**src/logic/uart_cs_pkg.sv**
```systemverilog
`default_nettype none
package uart_cs_pkg;
    localparam int unsigned AW = 8;
    localparam int unsigned CNT_W = 16;
    localparam int unsigned IDLE_W = 20;
    localparam int unsigned DEF_BIT_CYCLES = 16;

    // Register byte offsets
    localparam logic [AW-1:0] OFS_CTRL_A = 8'h00;
    localparam logic [AW-1:0] OFS_CTRL_B = 8'h04;
    localparam logic [AW-1:0] OFS_CTRL_C = 8'h08;
    localparam logic [AW-1:0] OFS_STATUS = 8'h0C;
    localparam logic [AW-1:0] OFS_DATA = 8'h10;

    localparam logic [1:0] RESP_OKAY = 2'h0;
    localparam logic [1:0] RESP_SLVERR = 2'h2;

    // ctrl_reg_a fields
    localparam int unsigned A_MOD = 0;
    localparam int unsigned A_M9 = 1;
    localparam int unsigned A_WAKE = 2;
    localparam int unsigned A_PEN = 3;
    localparam int unsigned A_PODD = 4;
    localparam logic [7:0] A_MASK = 8'h1F;

    // ctrl_reg_b fields
    localparam int unsigned B_TIE = 7;
    localparam int unsigned B_TXDONE_IRQ_EN = 6;
    localparam int unsigned B_RIE = 5;
    localparam int unsigned B_IDLE_IRQ_EN = 4;
    localparam int unsigned B_TE = 3;
    localparam int unsigned B_RE = 2;
    localparam int unsigned B_RWU = 1;
    localparam int unsigned B_SBK = 0;
    localparam logic [7:0] B_ENABLES = 8'h0C;

    // ctrl_reg_c fields
    localparam int unsigned C_R8 = 7;
    localparam int unsigned C_T8 = 6;
    localparam int unsigned C_OVERRUN_IRQ_EN = 3;
    localparam int unsigned C_NOISE_IRQ_EN = 2;
    localparam int unsigned C_FRAME_IRQ_EN = 1;
    localparam int unsigned C_PARITY_IRQ_EN = 0;
    localparam logic [7:0] C_WMASK = 8'h4F;
    localparam logic [7:0] C_KEEP = 8'hC0;

    // status_reg_a fields
    localparam int unsigned S_TE = 7;
    localparam int unsigned S_TC = 6;
    localparam int unsigned S_RF = 5;
    localparam int unsigned S_ID = 4;
    localparam int unsigned S_OR = 3;
    localparam int unsigned S_NF = 2;
    localparam int unsigned S_FE = 1;
    localparam int unsigned S_PE = 0;
    localparam logic [7:0] STS_RESET = 8'hC0;
    localparam logic [7:0] RX_FLAGS = 8'h3F;

    localparam logic [3:0] FRAME_SHORT = 4'hA;
    localparam logic [3:0] FRAME_LONG = 4'hB;

    typedef enum logic [3:0] {
        TX_IDLE = 4'h1,
        TX_PRE = 4'h2,
        TX_BRK = 4'h4,
        TX_DATA = 4'h8
    } tx_state_e;

    typedef enum logic [1:0] {
        RX_IDLE = 2'h1,
        RX_BITS = 2'h2
    } rx_state_e;

    typedef struct packed {
        logic [AW-1:0] awaddr;
        logic awvalid;
        logic [31:0] wdata;
        logic [3:0] wstrb;
        logic wvalid;
        logic bready;
        logic [AW-1:0] araddr;
        logic arvalid;
        logic rready;
    } axi_req_s;

    typedef struct packed {
        logic awready;
        logic wready;
        logic [1:0] bresp;
        logic bvalid;
        logic arready;
        logic [31:0] rdata;
        logic [1:0] rresp;
        logic rvalid;
    } axi_rsp_s;
endpackage
`default_nettype wire

```
**src/logic/async_serial_ctrl_status.sv**
```systemverilog
// Design decisions made here: the register offsets and the AXI4-Lite slave port.
`timescale 1ns/1ps
`default_nettype none
module async_serial_ctrl_status #(
    parameter int unsigned BIT_CYCLES = uart_cs_pkg::DEF_BIT_CYCLES
) (
    // Clock and reset
    input wire logic aclk,
    input wire logic aresetn,
    // Register bus
    input wire uart_cs_pkg::axi_req_s axi_req,
    output uart_cs_pkg::axi_rsp_s axi_rsp,
    // Serial line
    input wire logic rxd,
    output logic txd,
    // Interrupt requests
    output logic tx_irq,
    output logic rx_irq,
    output logic err_irq
);
    import uart_cs_pkg::*;

    localparam logic [CNT_W-1:0] BIT_M1 = CNT_W'(BIT_CYCLES - 1);
    localparam logic [CNT_W-1:0] BIT_HALF = CNT_W'(BIT_CYCLES / 2);
    localparam logic [IDLE_W-1:0] IDLE_SHORT = IDLE_W'(10 * BIT_CYCLES);
    localparam logic [IDLE_W-1:0] IDLE_LONG = IDLE_W'(11 * BIT_CYCLES);

    typedef struct packed {
        axi_rsp_s rsp;
        logic aw_full;
        logic w_full;
        logic [AW-1:0] waddr;
        logic [7:0] wbyte;
        logic wen;
        logic [7:0] ctl_a;
        logic [7:0] ctl_b;
        logic [7:0] ctl_c;
        logic [7:0] sts;
        logic [7:0] arm;
        logic [7:0] tx_data;
        logic [7:0] rx_data;
        logic pre_req;
        tx_state_e tx_st;
        logic [CNT_W-1:0] tx_cnt;
        logic [3:0] tx_bits;
        logic [10:0] tx_sh;
        logic txd;
        rx_state_e rx_st;
        logic [CNT_W-1:0] rx_cnt;
        logic [3:0] rx_bits;
        logic [10:0] rx_sh;
        logic [2:0] rx_hist;
        logic rx_noise;
        logic [IDLE_W-1:0] idle_cnt;
        logic idle_seen;
        logic idle_arm;
        logic tx_irq;
        logic rx_irq;
        logic err_irq;
    } st_s;

    st_s st_reg;
    st_s st_next;

    // Register index 0..4, 7 when unmapped
    function automatic logic [2:0] reg_sel(input logic [AW-1:0] a);
        unique case (a)
            OFS_CTRL_A: return 3'h0;
            OFS_CTRL_B: return 3'h1;
            OFS_CTRL_C: return 3'h2;
            OFS_STATUS: return 3'h3;
            OFS_DATA: return 3'h4;
            default: return 3'h7;
        endcase
    endfunction

    // Even parity bit for odd=0, odd parity bit for odd=1
    function automatic logic par_bit(input logic [8:0] v, input logic odd);
        return (^v) ^ odd;
    endfunction

    // Data, ninth bit and buffer keep their value through reset
    function automatic st_s rst_state(input st_s s);
        st_s r;
        r = '0;
        r.sts = STS_RESET;
        r.txd = 1'b1;
        r.tx_st = TX_IDLE;
        r.rx_st = RX_IDLE;
        r.rx_hist = 3'h7;
        r.ctl_c = s.ctl_c & C_KEEP;
        r.tx_data = s.tx_data;
        r.rx_data = s.rx_data;
        return r;
    endfunction

    logic mod_on;
    logic m9;
    logic [3:0] flen;
    logic [IDLE_W-1:0] idle_len;
    logic wr;
    logic rd;
    logic [2:0] wsel;
    logic [2:0] rsel;
    logic te_rise;
    logic [7:0] bmask;
    logic b8;
    logic b7;
    logic [8:0] tdat;
    logic sample;
    logic [8:0] rdat;
    logic perr;

    always_comb begin
        st_next = st_reg;
        mod_on = st_reg.ctl_a[A_MOD];
        m9 = st_reg.ctl_a[A_M9];
        flen = m9 ? FRAME_LONG : FRAME_SHORT;
        idle_len = m9 ? IDLE_LONG : IDLE_SHORT;
        wsel = reg_sel(st_reg.waddr);
        rsel = reg_sel(axi_req.araddr);
        wr = st_reg.aw_full && st_reg.w_full && !st_reg.rsp.bvalid;
        rd = axi_req.arvalid && st_reg.rsp.arready;
        te_rise = 1'b0;
        bmask = 8'hFF;
        b8 = 1'b0;
        b7 = 1'b0;
        tdat = '0;
        sample = 1'b0;
        rdat = '0;
        perr = 1'b0;

        // Bus channels: address and data may arrive in either order
        if (axi_req.awvalid && st_reg.rsp.awready) begin
            st_next.aw_full = 1'b1;
            st_next.waddr = axi_req.awaddr;
        end
        if (axi_req.wvalid && st_reg.rsp.wready) begin
            st_next.w_full = 1'b1;
            st_next.wbyte = axi_req.wdata[7:0];
            st_next.wen = axi_req.wstrb[0];
        end
        if (st_reg.rsp.bvalid && axi_req.bready) begin
            st_next.rsp.bvalid = 1'b0;
        end
        if (st_reg.rsp.rvalid && axi_req.rready) begin
            st_next.rsp.rvalid = 1'b0;
        end

        if (wr) begin
            st_next.aw_full = 1'b0;
            st_next.w_full = 1'b0;
            st_next.rsp.bvalid = 1'b1;
            st_next.rsp.bresp = (wsel == 3'h7) ? RESP_SLVERR : RESP_OKAY;
            if (st_reg.wen) begin
                unique case (wsel)
                    3'h0: st_next.ctl_a = st_reg.wbyte & A_MASK;
                    3'h1: begin
                        // Transmit and receive enable bits are frozen while the module is off
                        if (!mod_on) begin
                            bmask = ~B_ENABLES;
                        end
                        st_next.ctl_b = (st_reg.ctl_b & ~bmask) | (st_reg.wbyte & bmask);
                        te_rise = st_next.ctl_b[B_TE] && !st_reg.ctl_b[B_TE];
                    end
                    3'h2: st_next.ctl_c = (st_reg.ctl_c & ~C_WMASK) | (st_reg.wbyte & C_WMASK);
                    3'h4: begin
                        st_next.tx_data = st_reg.wbyte;
                        if (st_reg.arm[S_TE]) begin
                            st_next.sts[S_TE] = 1'b0;
                        end
                        st_next.arm = '0;
                    end
                    default: begin
                    end
                endcase
            end
        end

        if (rd) begin
            st_next.rsp.rvalid = 1'b1;
            st_next.rsp.rresp = (rsel == 3'h7) ? RESP_SLVERR : RESP_OKAY;
            st_next.rsp.rdata = '0;
            unique case (rsel)
                3'h0: st_next.rsp.rdata[7:0] = st_reg.ctl_a;
                3'h1: st_next.rsp.rdata[7:0] = st_reg.ctl_b;
                3'h2: st_next.rsp.rdata[7:0] = st_reg.ctl_c;
                3'h3: begin
                    st_next.rsp.rdata[7:0] = st_reg.sts;
                    st_next.arm = st_reg.sts;
                end
                3'h4: begin
                    st_next.rsp.rdata[7:0] = st_reg.rx_data;
                    st_next.sts = st_next.sts & ~(st_reg.arm & RX_FLAGS);
                    st_next.arm = '0;
                end
                default: begin
                end
            endcase
        end

        // Transmitter; engine updates after the bus so a set beats a clear
        if (!mod_on) begin
            st_next.tx_st = TX_IDLE;
            st_next.tx_cnt = '0;
            st_next.tx_bits = '0;
            st_next.txd = 1'b1;
            st_next.pre_req = 1'b0;
            st_next.sts[S_TE] = 1'b1;
        end else if (st_reg.tx_cnt != '0) begin
            st_next.tx_cnt = st_reg.tx_cnt - 1'b1;
        end else if (st_reg.tx_bits != '0) begin
            st_next.txd = st_reg.tx_sh[0];
            st_next.tx_sh = {1'b1, st_reg.tx_sh[10:1]};
            st_next.tx_bits = st_reg.tx_bits - 1'b1;
            st_next.tx_cnt = BIT_M1;
        end else begin
            // Character boundary: the current character completes first unless the module is switched off
            st_next.tx_st = TX_IDLE;
            st_next.txd = 1'b1;
            if (!st_reg.ctl_b[B_TE]) begin
                st_next.pre_req = 1'b0;
            end else if (st_reg.ctl_b[B_SBK]) begin
                // A pending preamble is dropped in favour of the break
                st_next.tx_st = TX_BRK;
                st_next.tx_sh = '0;
                st_next.tx_bits = flen;
                st_next.pre_req = 1'b0;
            end else if (st_reg.tx_st == TX_BRK) begin
                st_next.tx_st = TX_PRE;
                st_next.tx_sh = '1;
                st_next.tx_bits = 4'h1;
            end else if (st_reg.pre_req) begin
                st_next.tx_st = TX_PRE;
                st_next.tx_sh = '1;
                st_next.tx_bits = flen;
                st_next.pre_req = 1'b0;
            end else if (!st_reg.sts[S_TE]) begin
                b7 = st_reg.tx_data[7];
                b8 = st_reg.ctl_c[C_T8];
                if (st_reg.ctl_a[A_PEN]) begin
                    if (m9) begin
                        b8 = par_bit({1'b0, st_reg.tx_data}, st_reg.ctl_a[A_PODD]);
                    end else begin
                        b7 = par_bit({2'b0, st_reg.tx_data[6:0]}, st_reg.ctl_a[A_PODD]);
                    end
                end
                tdat = {b8, b7, st_reg.tx_data[6:0]};
                st_next.tx_sh = m9 ? {1'b1, tdat, 1'b0} : {2'b11, tdat[7:0], 1'b0};
                st_next.tx_bits = flen;
                st_next.tx_st = TX_DATA;
                st_next.sts[S_TE] = 1'b1;
            end
        end
        if (te_rise) begin
            st_next.pre_req = 1'b1;
        end
        st_next.sts[S_TC] = !mod_on || (st_next.sts[S_TE] && st_next.tx_bits == '0
            && st_next.tx_cnt == '0 && !st_next.pre_req
            && !(st_next.ctl_b[B_TE] && st_next.ctl_b[B_SBK]));

        // Receiver; three samples around mid-bit give the value and a noise check
        st_next.rx_hist = {st_reg.rx_hist[1:0], rxd};
        if (!mod_on || !st_reg.ctl_b[B_RE]) begin
            // Flags are left as they are
            st_next.rx_st = RX_IDLE;
            st_next.idle_cnt = '0;
            st_next.idle_seen = 1'b0;
            st_next.idle_arm = 1'b0;
        end else begin
            unique case (st_reg.rx_st)
                RX_IDLE: begin
                    if (!rxd) begin
                        st_next.rx_st = RX_BITS;
                        st_next.rx_cnt = BIT_HALF;
                        st_next.rx_bits = '0;
                        st_next.rx_noise = 1'b0;
                        st_next.idle_cnt = '0;
                        st_next.idle_seen = 1'b0;
                    end else if (st_reg.idle_cnt != idle_len) begin
                        st_next.idle_cnt = st_reg.idle_cnt + 1'b1;
                    end else if (!st_reg.idle_seen) begin
                        // One event per idle stretch
                        st_next.idle_seen = 1'b1;
                        if (st_reg.idle_arm) begin
                            st_next.sts[S_ID] = 1'b1;
                            st_next.idle_arm = 1'b0;
                        end
                        if (!st_reg.ctl_a[A_WAKE]) begin
                            st_next.ctl_b[B_RWU] = 1'b0;
                        end
                    end
                end
                RX_BITS: begin
                    if (st_reg.rx_cnt != '0) begin
                        st_next.rx_cnt = st_reg.rx_cnt - 1'b1;
                    end else begin
                        sample = (st_reg.rx_hist[0] & st_reg.rx_hist[1])
                            | (st_reg.rx_hist[1] & st_reg.rx_hist[2])
                            | (st_reg.rx_hist[0] & st_reg.rx_hist[2]);
                        st_next.rx_cnt = BIT_M1;
                        st_next.rx_noise = st_reg.rx_noise
                            | ((|st_reg.rx_hist) & ~(&st_reg.rx_hist));
                        st_next.rx_sh = {sample, st_reg.rx_sh[10:1]};
                        st_next.rx_bits = st_reg.rx_bits + 1'b1;
                        if (st_reg.rx_bits == '0 && sample) begin
                            st_next.rx_st = RX_IDLE;
                        end else if (st_next.rx_bits == flen) begin
                            st_next.rx_st = RX_IDLE;
                            // Eight-bit frames copy bit 7 into the ninth position
                            rdat = m9 ? st_next.rx_sh[9:1]
                                : {st_next.rx_sh[9], st_next.rx_sh[9:2]};
                            perr = st_reg.ctl_a[A_PEN] && (m9
                                ? par_bit(rdat, st_reg.ctl_a[A_PODD])
                                : par_bit({1'b0, rdat[7:0]}, st_reg.ctl_a[A_PODD]));
                            if (st_next.sts[S_RF]) begin
                                // Old data stays, the new character is dropped
                                st_next.sts[S_OR] = 1'b1;
                            end else begin
                                st_next.rx_data = rdat[7:0];
                                st_next.ctl_c[C_R8] = rdat[8];
                                st_next.sts[S_RF] = 1'b1;
                                st_next.sts[S_NF] = st_next.sts[S_NF] | st_next.rx_noise;
                                st_next.sts[S_FE] = st_next.sts[S_FE] | !sample;
                                st_next.sts[S_PE] = st_next.sts[S_PE] | perr;
                                st_next.idle_arm = 1'b1;
                            end
                            if (st_reg.ctl_a[A_WAKE] && (m9 ? rdat[8] : rdat[7])) begin
                                st_next.ctl_b[B_RWU] = 1'b0;
                            end
                        end
                    end
                end
            endcase
        end

        // Request lines from the updated flags
        st_next.tx_irq = mod_on && (
            (st_next.ctl_b[B_TIE] && st_next.sts[S_TE])
            || (st_next.ctl_b[B_TXDONE_IRQ_EN] && st_next.sts[S_TC]));
        st_next.rx_irq = !st_next.ctl_b[B_RWU] && (
            (st_next.ctl_b[B_RIE] && st_next.sts[S_RF])
            || (st_next.ctl_b[B_IDLE_IRQ_EN] && st_next.sts[S_ID]));
        st_next.err_irq = (st_next.ctl_c[C_OVERRUN_IRQ_EN] && st_next.sts[S_OR])
            || (st_next.ctl_c[C_NOISE_IRQ_EN] && st_next.sts[S_NF])
            || (st_next.ctl_c[C_FRAME_IRQ_EN] && st_next.sts[S_FE])
            || (st_next.ctl_c[C_PARITY_IRQ_EN] && st_next.sts[S_PE]);

        st_next.rsp.awready = !st_next.aw_full && !st_next.rsp.bvalid;
        st_next.rsp.wready = !st_next.w_full && !st_next.rsp.bvalid;
        st_next.rsp.arready = !st_next.rsp.rvalid;
    end

    always_ff @(posedge aclk) begin
        if (!aresetn) begin
            st_reg <= rst_state(st_reg);
        end else begin
            st_reg <= st_next;
        end
    end

    assign axi_rsp = st_reg.rsp;
    assign txd = st_reg.txd;
    assign tx_irq = st_reg.tx_irq;
    assign rx_irq = st_reg.rx_irq;
    assign err_irq = st_reg.err_irq;
endmodule // async_serial_ctrl_status
`default_nettype wire

```
**config.mk**
```make
export PLATFORM = sky130hd
export DESIGN_NAME = async_serial_ctrl_status
export DESIGN_NICKNAME = d
export VERILOG_FILES = /design/src/logic/uart_cs_pkg.sv /design/src/logic/async_serial_ctrl_status.sv
export SDC_FILE = /design/constraint.sdc
export NUM_CORES = 1
export LEC_CHECK = 0
export BUFFER_PORTS_ARGS = -buffer_cell sky130_fd_sc_hd__buf_2
export CAP_MARGIN = 0
export CORE_UTILIZATION = 25
export DETAILED_ROUTE_END_ITERATION = 6
export PLACE_DENSITY = 0.51
export SYNTH_ARGS = -nofsm -noshare
export SYNTH_HDL_FRONTEND = slang
export SYNTH_SLANG_ARGS = --single-unit
export TNS_END_PERCENT = 20
```
**constraint.sdc**
```tcl
create_clock -name aclk -period 3.2 [get_ports aclk]
set_input_delay 0.32 -clock aclk [delete_from_list [all_inputs] [get_ports aclk]]
set_output_delay 0.32 -clock aclk [all_outputs]
set_load 0.01 [all_outputs]
```
==> metrics.yaml, run 1 <==
yosys:
  yosysWarnings: 0
  synth_edf_count: 18
  synth_seq_area_share_pct: 43.3
  syn_area_um2: 8780
  synth_cells: 1019
  synth_cell_types: 78
  synth-async-reset-ratio_pct: 0
  synth-main-ff-cell: "dfxtp_1"
  ys_ff_latch: 181
  avgSynthCellArea_um2: 8.62
clocking:
  cts_tree: "yes"
  cts_buffer_depth: 2
  cts_inserted_buffers: 17
  clk_latency_ns: 0.43
  holdBufCountCts: 0
  cts-root-buf: "clkbuf_16"
  clk_pin_slew_ns: 0.08
  cts_setup_buffers: 0
  h-tree-depth: 4
  cts_sinks: 181
  ctsResizeCount: 0
power:
  p_leak_nw: 3.76
  irDropWorstVdd_uv: 349
  power_density_nw_per_um2: 453
  finalPower_mw: 4.56
detailed_routing:
  viasPerCell: 4.76
  wl_mm: 22.5
  drt-initial-drc-count: 547
  drc: 0
  vias: 7281
  final_antenna_net_count: 0
  firstDrtPassIters: 5
  wl_per_cell_um: 14.7
grt:
  antenna_found_initial: 0
  grt-ovfl-total: 0
  grt_pass1_vias: 6920
  grt_util_all_layers_pct: 12.9
  grt_max_degree: 34
  grt_first_pass_wirelength_mm: 36.9
setup_path:
  crit_required_ns: 3.57
  worstRegToRegCells: 9
  reg2reg_slack_ns: 0.39
  r2r_start: "st_reg[78]"
  arrival_ns: 3.18
  crit_fanout: 8
  start_kind: "register"
  r2r_end: "st_reg[129]"
  cp-end-kind: "register"
  path_class: "reg2reg"
placed_design:
  place_area_um2: 9470
  portBuffers: 51
  dp_hpwl_mm: 16.4
  post-place-ws_ns: 0.434
  gp_routability_congestion: 0.826
min_path:
  hold_end: "st_reg[170]"
  hp-class: "in2reg"
  hold-path-cell-count: 3
  min-delay-start: "axi_req[55]"
outcome:
  status: "completed"
sta:
  max_slew_margin_pct: 18.3
  worst_slack_ns: 0.389
  rsz0062_at_grt: "no"
  hold_slack_ns: 0.117
  fin_crit_sh_pct: 87.8
  finalSetupViolations: 0
  slew_violations: 0
  hold_viol: 0
  skew_ns: 0.0161
  tightest_slew_ns: 1.22
  period_minus_slack_ns: 2.81
  fmax_mhz: 356
  fin_setup_tns_ns: 0
flow_run:
  timing.max_cap.violations: 0
floorplan:
  core-area_um2: 34500
  die_h_um: 189
  ios: 105
  initial_core_util_pct: 25.4
  fp.dieW_um: 189
  rows: 68
  fp.dieArea_um2: 35900
final_layout:
  final_cell_mix: "163 x dfxtp_1, 143 x nor2_1, 109 x nand2_1"
  nets: 1128
  drive_gt1_share_pct: 13.1
  antenna_cells: 0
  layout-area-overhead-vs-synth_pct: 14.6
  design_area_um2: 10100
  largest_register_ffs: 157
  mostFrequentLayoutCell: "dfxtp_1"
worst max-delay path, cell delays in order, from the launching register on:
cell,delay [ns]
dfxtp_1,0.36
inv_1,0.11
ha_1,0.32
or3b_2,0.53
nor4_1,0.27
or4_1,0.18
nand4_1,0.17
a211o_1,0.31
nor4_1,0.31
a31o_2,0.19
layer usage:
layer  routed length (um)  track usage, %  vias up
li1                     -               -     3655
met3                  673            2.22       14
met4                  209            2.98        0
met5                    0               0        -
met2                10200            20.2      129
met1                11400            18.1     3483
power by group:
group          switching (mW)  internal (mW)
Sequential             0.0219           2.30
Combinational          0.0905         0.0448
Clock                    1.04           1.06
worst max-delay path by stage:
stage / start / end / cells past startpoint
finish: st_reg[78] / st_reg[129] / 9
global route: st_reg[78] / tx_irq / 10
CTS: st_reg[78] / st_reg[129] / 9
detailed placement: st_reg[78] / st_reg[129] / 9
global placement: st_reg[74] / st_reg[129] / 8
floorplan: st_reg[78] / tx_irq / 9
cells in the mapped netlist, drive strengths merged (5+ instances only):
master  number  area share (%)
a211oi      11            0.94
a21boi       5            0.43
a21oi       64             3.6
a221oi       7            0.70
a222oi       8            0.91
a22oi       16             1.4
a31oi        8            0.57
and2        16             1.1
and3        16             1.1
buf         47             3.8
clkbuf      37             1.6
dfxtp      163              37
edfxtp      18             6.2
ha           7             1.0
inv         31             1.3
mux2         9             1.2
mux2i       29             3.3
nand2      110             4.7
nand2b      12            0.85
nand3       23             1.3
nand3b       7            0.74
nand4        8            0.57
nor2       144             6.2
nor2b        9            0.64
nor3        30             1.7
nor4        16             1.7
o211ai      10            0.85
o21a         6            0.51
o21ai       29             1.7
o31ai        7            0.60
or3         13            0.93
or4          7            0.64
xnor2       26             2.6
xor2        11             1.1
stage by stage:
step           cells  utilization (%)
3_5_place_dp    1497             27.4
3_3_place_gp    1497             27.4
6_report        1529             29.2
4_1_cts         1529             29.2
5_1_grt         1529             29.2
2_1_floorplan   1044                -
cells by family after synthesis:
| group | share of synthesized area [%] |
|---|---|
| AO/OA/AOI/OAI | 15.3 |
| other | 0.0427 |
| XOR/XNOR | 4.20 |
| multiplexers | 4.50 |
| AND/OR/NAND/NOR | 24.8 |
| flip-flops | 43.3 |
| adder cells (fa/ha/maj) | 1.11 |
| buffers and inverters | 6.77 |
final cells by class:
type,count,area [um^2]
fill,3719,24500
multi-input combinational,747,4490
sequential,181,3800
tap,455,569
timing repair buffer,82,488
clock buffer,17,425
clock inverter,15,178
inverter,32,120
(Power assumes the default switching activity.)
==> run 2, diff against run 1 <==
--- a/config.mk
+++ b/config.mk
@@ -7,6 +7,7 @@
 export LEC_CHECK = 0
 export BUFFER_PORTS_ARGS = -buffer_cell sky130_fd_sc_hd__buf_2
 export CAP_MARGIN = 0
+export CORE_MARGIN = 5
 export CORE_UTILIZATION = 25
 export DETAILED_ROUTE_END_ITERATION = 6
 export PLACE_DENSITY = 0.51
==> run 2 against run 1 <==
Against the previous run:
- via count shrank 0.82%
- count of clock-buffer cells in the layout is the same
- routed wire length grew 0.61%
- clock skew shrank 0.0028 ns
- non-clock buffer count shrank 4
- largest power group unchanged
==> metrics.yaml, run 2 (synthesis results as in run 1) <==
floorplan:
  ios: 105
  fp.dieArea_um2: 39000
  core-area_um2: 34600
  fp.dieW_um: 197
  rows: 68
  die_h_um: 197
  initial_core_util_pct: 25.4
detailed_routing:
  wl_mm: 22.6
  drt-initial-drc-count: 526
  wl_per_cell_um: 14.8
  final_antenna_net_count: 0
  firstDrtPassIters: 5
  vias: 7221
  drc: 0
  viasPerCell: 4.74
power:
  pwr-share-seq_pct: 50.3
  p_int_mw: 3.48
  p_sw_mw: 1.15
  power_frac_comb_pct: 2.9
  finalPower_mw: 4.62
  switching_share_pct: 24.8
  p_leak_nw: 3.75
  power_density_nw_per_um2: 460
  clockPowerShare_pct: 46.8
  irDropWorstVdd_uv: 330
final_layout:
  utilization_pct: 29.0
  design_area_um2: 10000
  antenna_cells: 0
  final_cell_mix: "163 x dfxtp_1, 143 x nor2_1, 109 x nand2_1"
  layout-area-overhead-vs-synth_pct: 14.4
  drive_gt1_share_pct: 12.9
  nets: 1124
  mostFrequentLayoutCell: "dfxtp_1"
  largest_register_ffs: 157
min_path:
  hp-class: "in2reg"
setup_path:
  path_class: "reg2reg"
  start_kind: "register"
  cp-end-kind: "register"
  reg2reg_slack_ns: 0.41
  r2r_end: "tx_irq"
  crit_fanout: 8
  worstRegToRegCells: 8
  crit_required_ns: 3.54
  arrival_ns: 3.13
  r2r_start: "st_reg[78]"
  startpoint: "st_reg[78]"
  cp-endpoint: "tx_irq"
clocking:
  cts_inserted_buffers: 17
  h-tree-depth: 4
  cts_buffer_depth: 2
  clk_latency_ns: 0.44
  cts-root-buf: "clkbuf_16"
  cts_sinks: 181
  cts_setup_buffers: 0
  cts_tree: "yes"
  clk_pin_slew_ns: 0.08
sta:
  tightest_slew_ns: 1.03
  hold_viol: 0
  finalSetupViolations: 0
  fmax_mhz: 358
  period_minus_slack_ns: 2.79
  fin_setup_tns_ns: 0
  rsz0062_at_grt: "no"
  skew_ns: 0.0132
  slew_violations: 0
  max_slew_margin_pct: 30.9
  fin_crit_sh_pct: 87.2
placed_design:
  portBuffers: 51
  place_area_um2: 9440
  dp_hpwl_mm: 16.5
  gp_routability_congestion: 0.820
outcome:
  status: "completed"
grt:
  grt_util_all_layers_pct: 11.5
  antenna_found_initial: 0
  grt-ovfl-total: 0
  grt_max_degree: 33
  grt_pass1_vias: 6836
  grt_first_pass_wirelength_mm: 36.6
flow_run:
  timing.max_cap.violations: 0
==> run 2: repair_timing <==
item | in CTS | in global routing
hold endpoints to repair | 0 | 0
resized for setup | 0 | 1
endpoints found under the setup margin | 0 | 1
hold buffers | 0 | 0
==> run 2: power groups by stage <==
stage | registers (mW) | clock network, mW | logic, mW
after floorplan | 2.37 | 0 | 0.116
after global placement | 2.38 | 0 | 0.135
after detailed placement | 2.38 | 0 | 0.135
after CTS | 2.33 | 2.22 | 0.136
after global routing | 2.33 | 2.33 | 0.152
final | 2.33 | 2.16 | 0.135
==> run 2: final cells by class <==
| class | count | area, um^2 |
|---|---|---|
| repair buffers | 78 | 458 |
| well taps | 455 | 569 |
| inverters | 32 | 120 |
| multi-input cells | 747 | 4490 |
| flip-flops and latches | 181 | 3800 |
| fillers | 3684 | 24600 |
| clock inverters | 15 | 186 |
| clock buffers | 17 | 425 |
==> run 2: routing by layer <==
layer	vias up	wire, um	track usage [%]
li1	3645	-	-
met1	3433	11200	16.1
met2	133	10300	18.4
met3	10	888	2.69
met4	0	154	1.77
met5	-	0	0
==> run 2: critical path, cell delays in order, from the launching register on <==
cell and delay, ns:
dfxtp_1 0.35, inv_1 0.11, ha_1 0.35, nor4b_1 0.33, and4_2 0.39, nand2_2 0.08
o311a_1 0.37, or4b_1 0.52, o41ai_2 0.19
==> run 2: metrics by stage <==
stage / hold slack, ns / setup slack (ns) / std cells
after floorplan: 0.430 / 0.646 / 1044
after global placement: 0.443 / 0.382 / 1493
after detailed placement: 0.452 / 0.378 / 1493
after CTS: 0.102 / 0.359 / 1525
after global routing: 0.101 / 0.0562 / 1525
final: 0.116 / 0.409 / 1525
==> run 2: worst min-delay path by stage <==
stage,startpoint,end,slack [ns],depth (start not counted)
finish,axi_req[55],st_reg[170],0.12,3
global route,axi_req[54],st_reg[169],0.10,3
CTS,axi_req[55],st_reg[170],0.10,3
detailed placement,st_reg[95],st_reg[95],0.45,2
global placement,st_reg[25],st_reg[25],0.44,2
floorplan,st_reg[161],st_reg[112],0.43,0
==> run 3, diff against run 2 <==
--- a/config.mk
+++ b/config.mk
@@ -5,7 +5,7 @@
 export SDC_FILE = /design/constraint.sdc
 export NUM_CORES = 1
 export LEC_CHECK = 0
-export BUFFER_PORTS_ARGS = -buffer_cell sky130_fd_sc_hd__buf_2
+export BUFFER_PORTS_ARGS = -buffer_cell sky130_fd_sc_hd__buf_4
 export CAP_MARGIN = 0
 export CORE_MARGIN = 5
 export CORE_UTILIZATION = 25
==> run 3 against run 2 <==
Against the previous run:
- cell count unchanged
- non-clock buffer count is the same
- total power is 1.9% higher
- die area stayed put
- core utilization increased by 0.47 points
- global-route usage hardly changed
- critical endpoint unchanged
==> metrics.yaml, run 3 (synthesis results as in run 1) <==
power:
  finalPower_mw: 4.71
  irDropWorstVdd_uv: 333
  p_leak_nw: 3.79
  power_density_nw_per_um2: 461
setup_path:
  cp_top_family: "simple AND/OR/NAND/NOR gates"
  start_kind: "register"
  crit_fanout: 8
  crit_buf_inv: 1
  arrival_ns: 3.19
  crit_required_ns: 3.55
  cp-end-kind: "register"
  reg2reg_slack_ns: 0.36
  worstRegToRegCells: 9
  slowest_stage: "or4b_1"
  path_depth: 9
  r2r_end: "tx_irq"
  crit_chain: "inv_1 -> ha_1 -> nor4b_1 -> nand4_1 -> nor3_1 -> a311oi_1 -> o311a_1 -> or4b_1 -> o41ai_2"
  r2r_start: "st_reg[78]"
  critPathMaxStageDelay_ns: 0.52
  path_class: "reg2reg"
sta:
  max_slew_margin_pct: 28.2
  period_minus_slack_ns: 2.84
  fin_setup_tns_ns: 0
  skew_ns: 0.0159
  fin_crit_sh_pct: 88.8
  rsz0062_at_grt: "no"
  fmax_mhz: 352
  worst_slack_ns: 0.357
  finalSetupViolations: 0
  hold_viol: 0
  tightest_slew_ns: 1.07
  hold_slack_ns: 0.115
  slew_violations: 0
final_layout:
  largest_register_ffs: 157
  design_area_um2: 10200
  final_cell_mix: "163 x dfxtp_1, 143 x nor2_1, 109 x nand2_1"
  multi_input_area_um2: 4490
  utilization_pct: 29.5
  fin_cells: 1525
  antenna_cells: 0
  drive_gt1_share_pct: 12.8
  layout-area-overhead-vs-synth_pct: 16.3
  mostFrequentLayoutCell: "dfxtp_1"
  nets: 1124
  fillCellCount: 3664
  seq_area_um2: 3800
grt:
  grt_util_all_layers_pct: 11.5
  grt_pass1_vias: 6734
  grt_first_pass_wirelength_mm: 36.4
  antenna_found_initial: 0
  grt_max_degree: 29
  grt-ovfl-total: 0
clocking:
  h-tree-depth: 4
  holdBufCountCts: 0
  clk_pin_slew_ns: 0.08
  clk_latency_ns: 0.45
  cts-root-buf: "clkbuf_16"
  cts_sinks: 181
  cts_setup_buffers: 0
  cts_tree: "yes"
  cts_inserted_buffers: 17
  cts_buffer_depth: 2
  ctsResizeCount: 0
placed_design:
  portBuffers: 51
  dp_hpwl_mm: 16.6
  post-place-ws_ns: 0.377
  gp_routability_congestion: 0.833
  place_area_um2: 9560
  placed_cells: 1493
min_path:
  hp-class: "in2reg"
  hold_end: "st_reg[168]"
  min-delay-start: "axi_req[53]"
  hold-path-cell-count: 3
floorplan:
  core-area_um2: 34600
  ios: 105
  fp.dieArea_um2: 39000
  rows: 68
  die_h_um: 197
  fp.dieW_um: 197
  initial_core_util_pct: 25.4
detailed_routing:
  drt-initial-drc-count: 513
  vias: 7233
  final_antenna_net_count: 0
  viasPerCell: 4.74
  wl_per_cell_um: 15.0
  drc: 0
  firstDrtPassIters: 5
  wl_mm: 22.8
outcome:
  status: "completed"
flow_run:
  timing.max_cap.violations: 0
[run 3: cell types whose count changed in the layout (fill, tap and decap cells not counted), sizes merged]
| cell | before | now |
|---|---|---|
| clkinv | 6 | 7 |
| inv | 40 | 39 |
[run 3: how the worst max path moves through the flow]
stage	startpoint	endpoint	slack [ns]
final	st_reg[78]	tx_irq	0.36
after global routing	st_reg[78]	tx_irq	0.17
after CTS	st_reg[78]	tx_irq	0.35
after detailed placement	st_reg[78]	tx_irq	0.38
after global placement	st_reg[78]	tx_irq	0.40
after floorplan	st_reg[78]	tx_irq	0.65
[run 3: area by class of cell]
cell class                 instances  area share, %
tap                              455           5.57
inverter                          32           1.18
clock inverter                    15           2.18
timing repair buffer              78           5.73
multi-input combinational        747           43.9
clock buffer                      17           4.17
sequential                       181           37.2
[run 3: layer usage]
metal	track usage (%)	up-vias	share of wire [%]
li1	-	3638	-
met1	16.4	3409	49
met2	18.0	166	46
met3	2.46	20	4.1
met4	2.49	0	0.84
met5	0	-	0
[run 3: power breakdown]
| part | switching [mW] | internal [mW] | leakage (nW) | total, mW |
|---|---|---|---|---|
| Combinational | 0.0907 | 0.0578 | 2.00 | 0.149 |
| Clock | 1.08 | 1.15 | 0.311 | 2.24 |
| Sequential | 0.0224 | 2.30 | 1.48 | 2.33 |
[run 3: tightest hold or removal path, stage by stage]
cell and delay, ns:
buf_4 0.11, nand2_1 0.05, a21oi_1 0.05
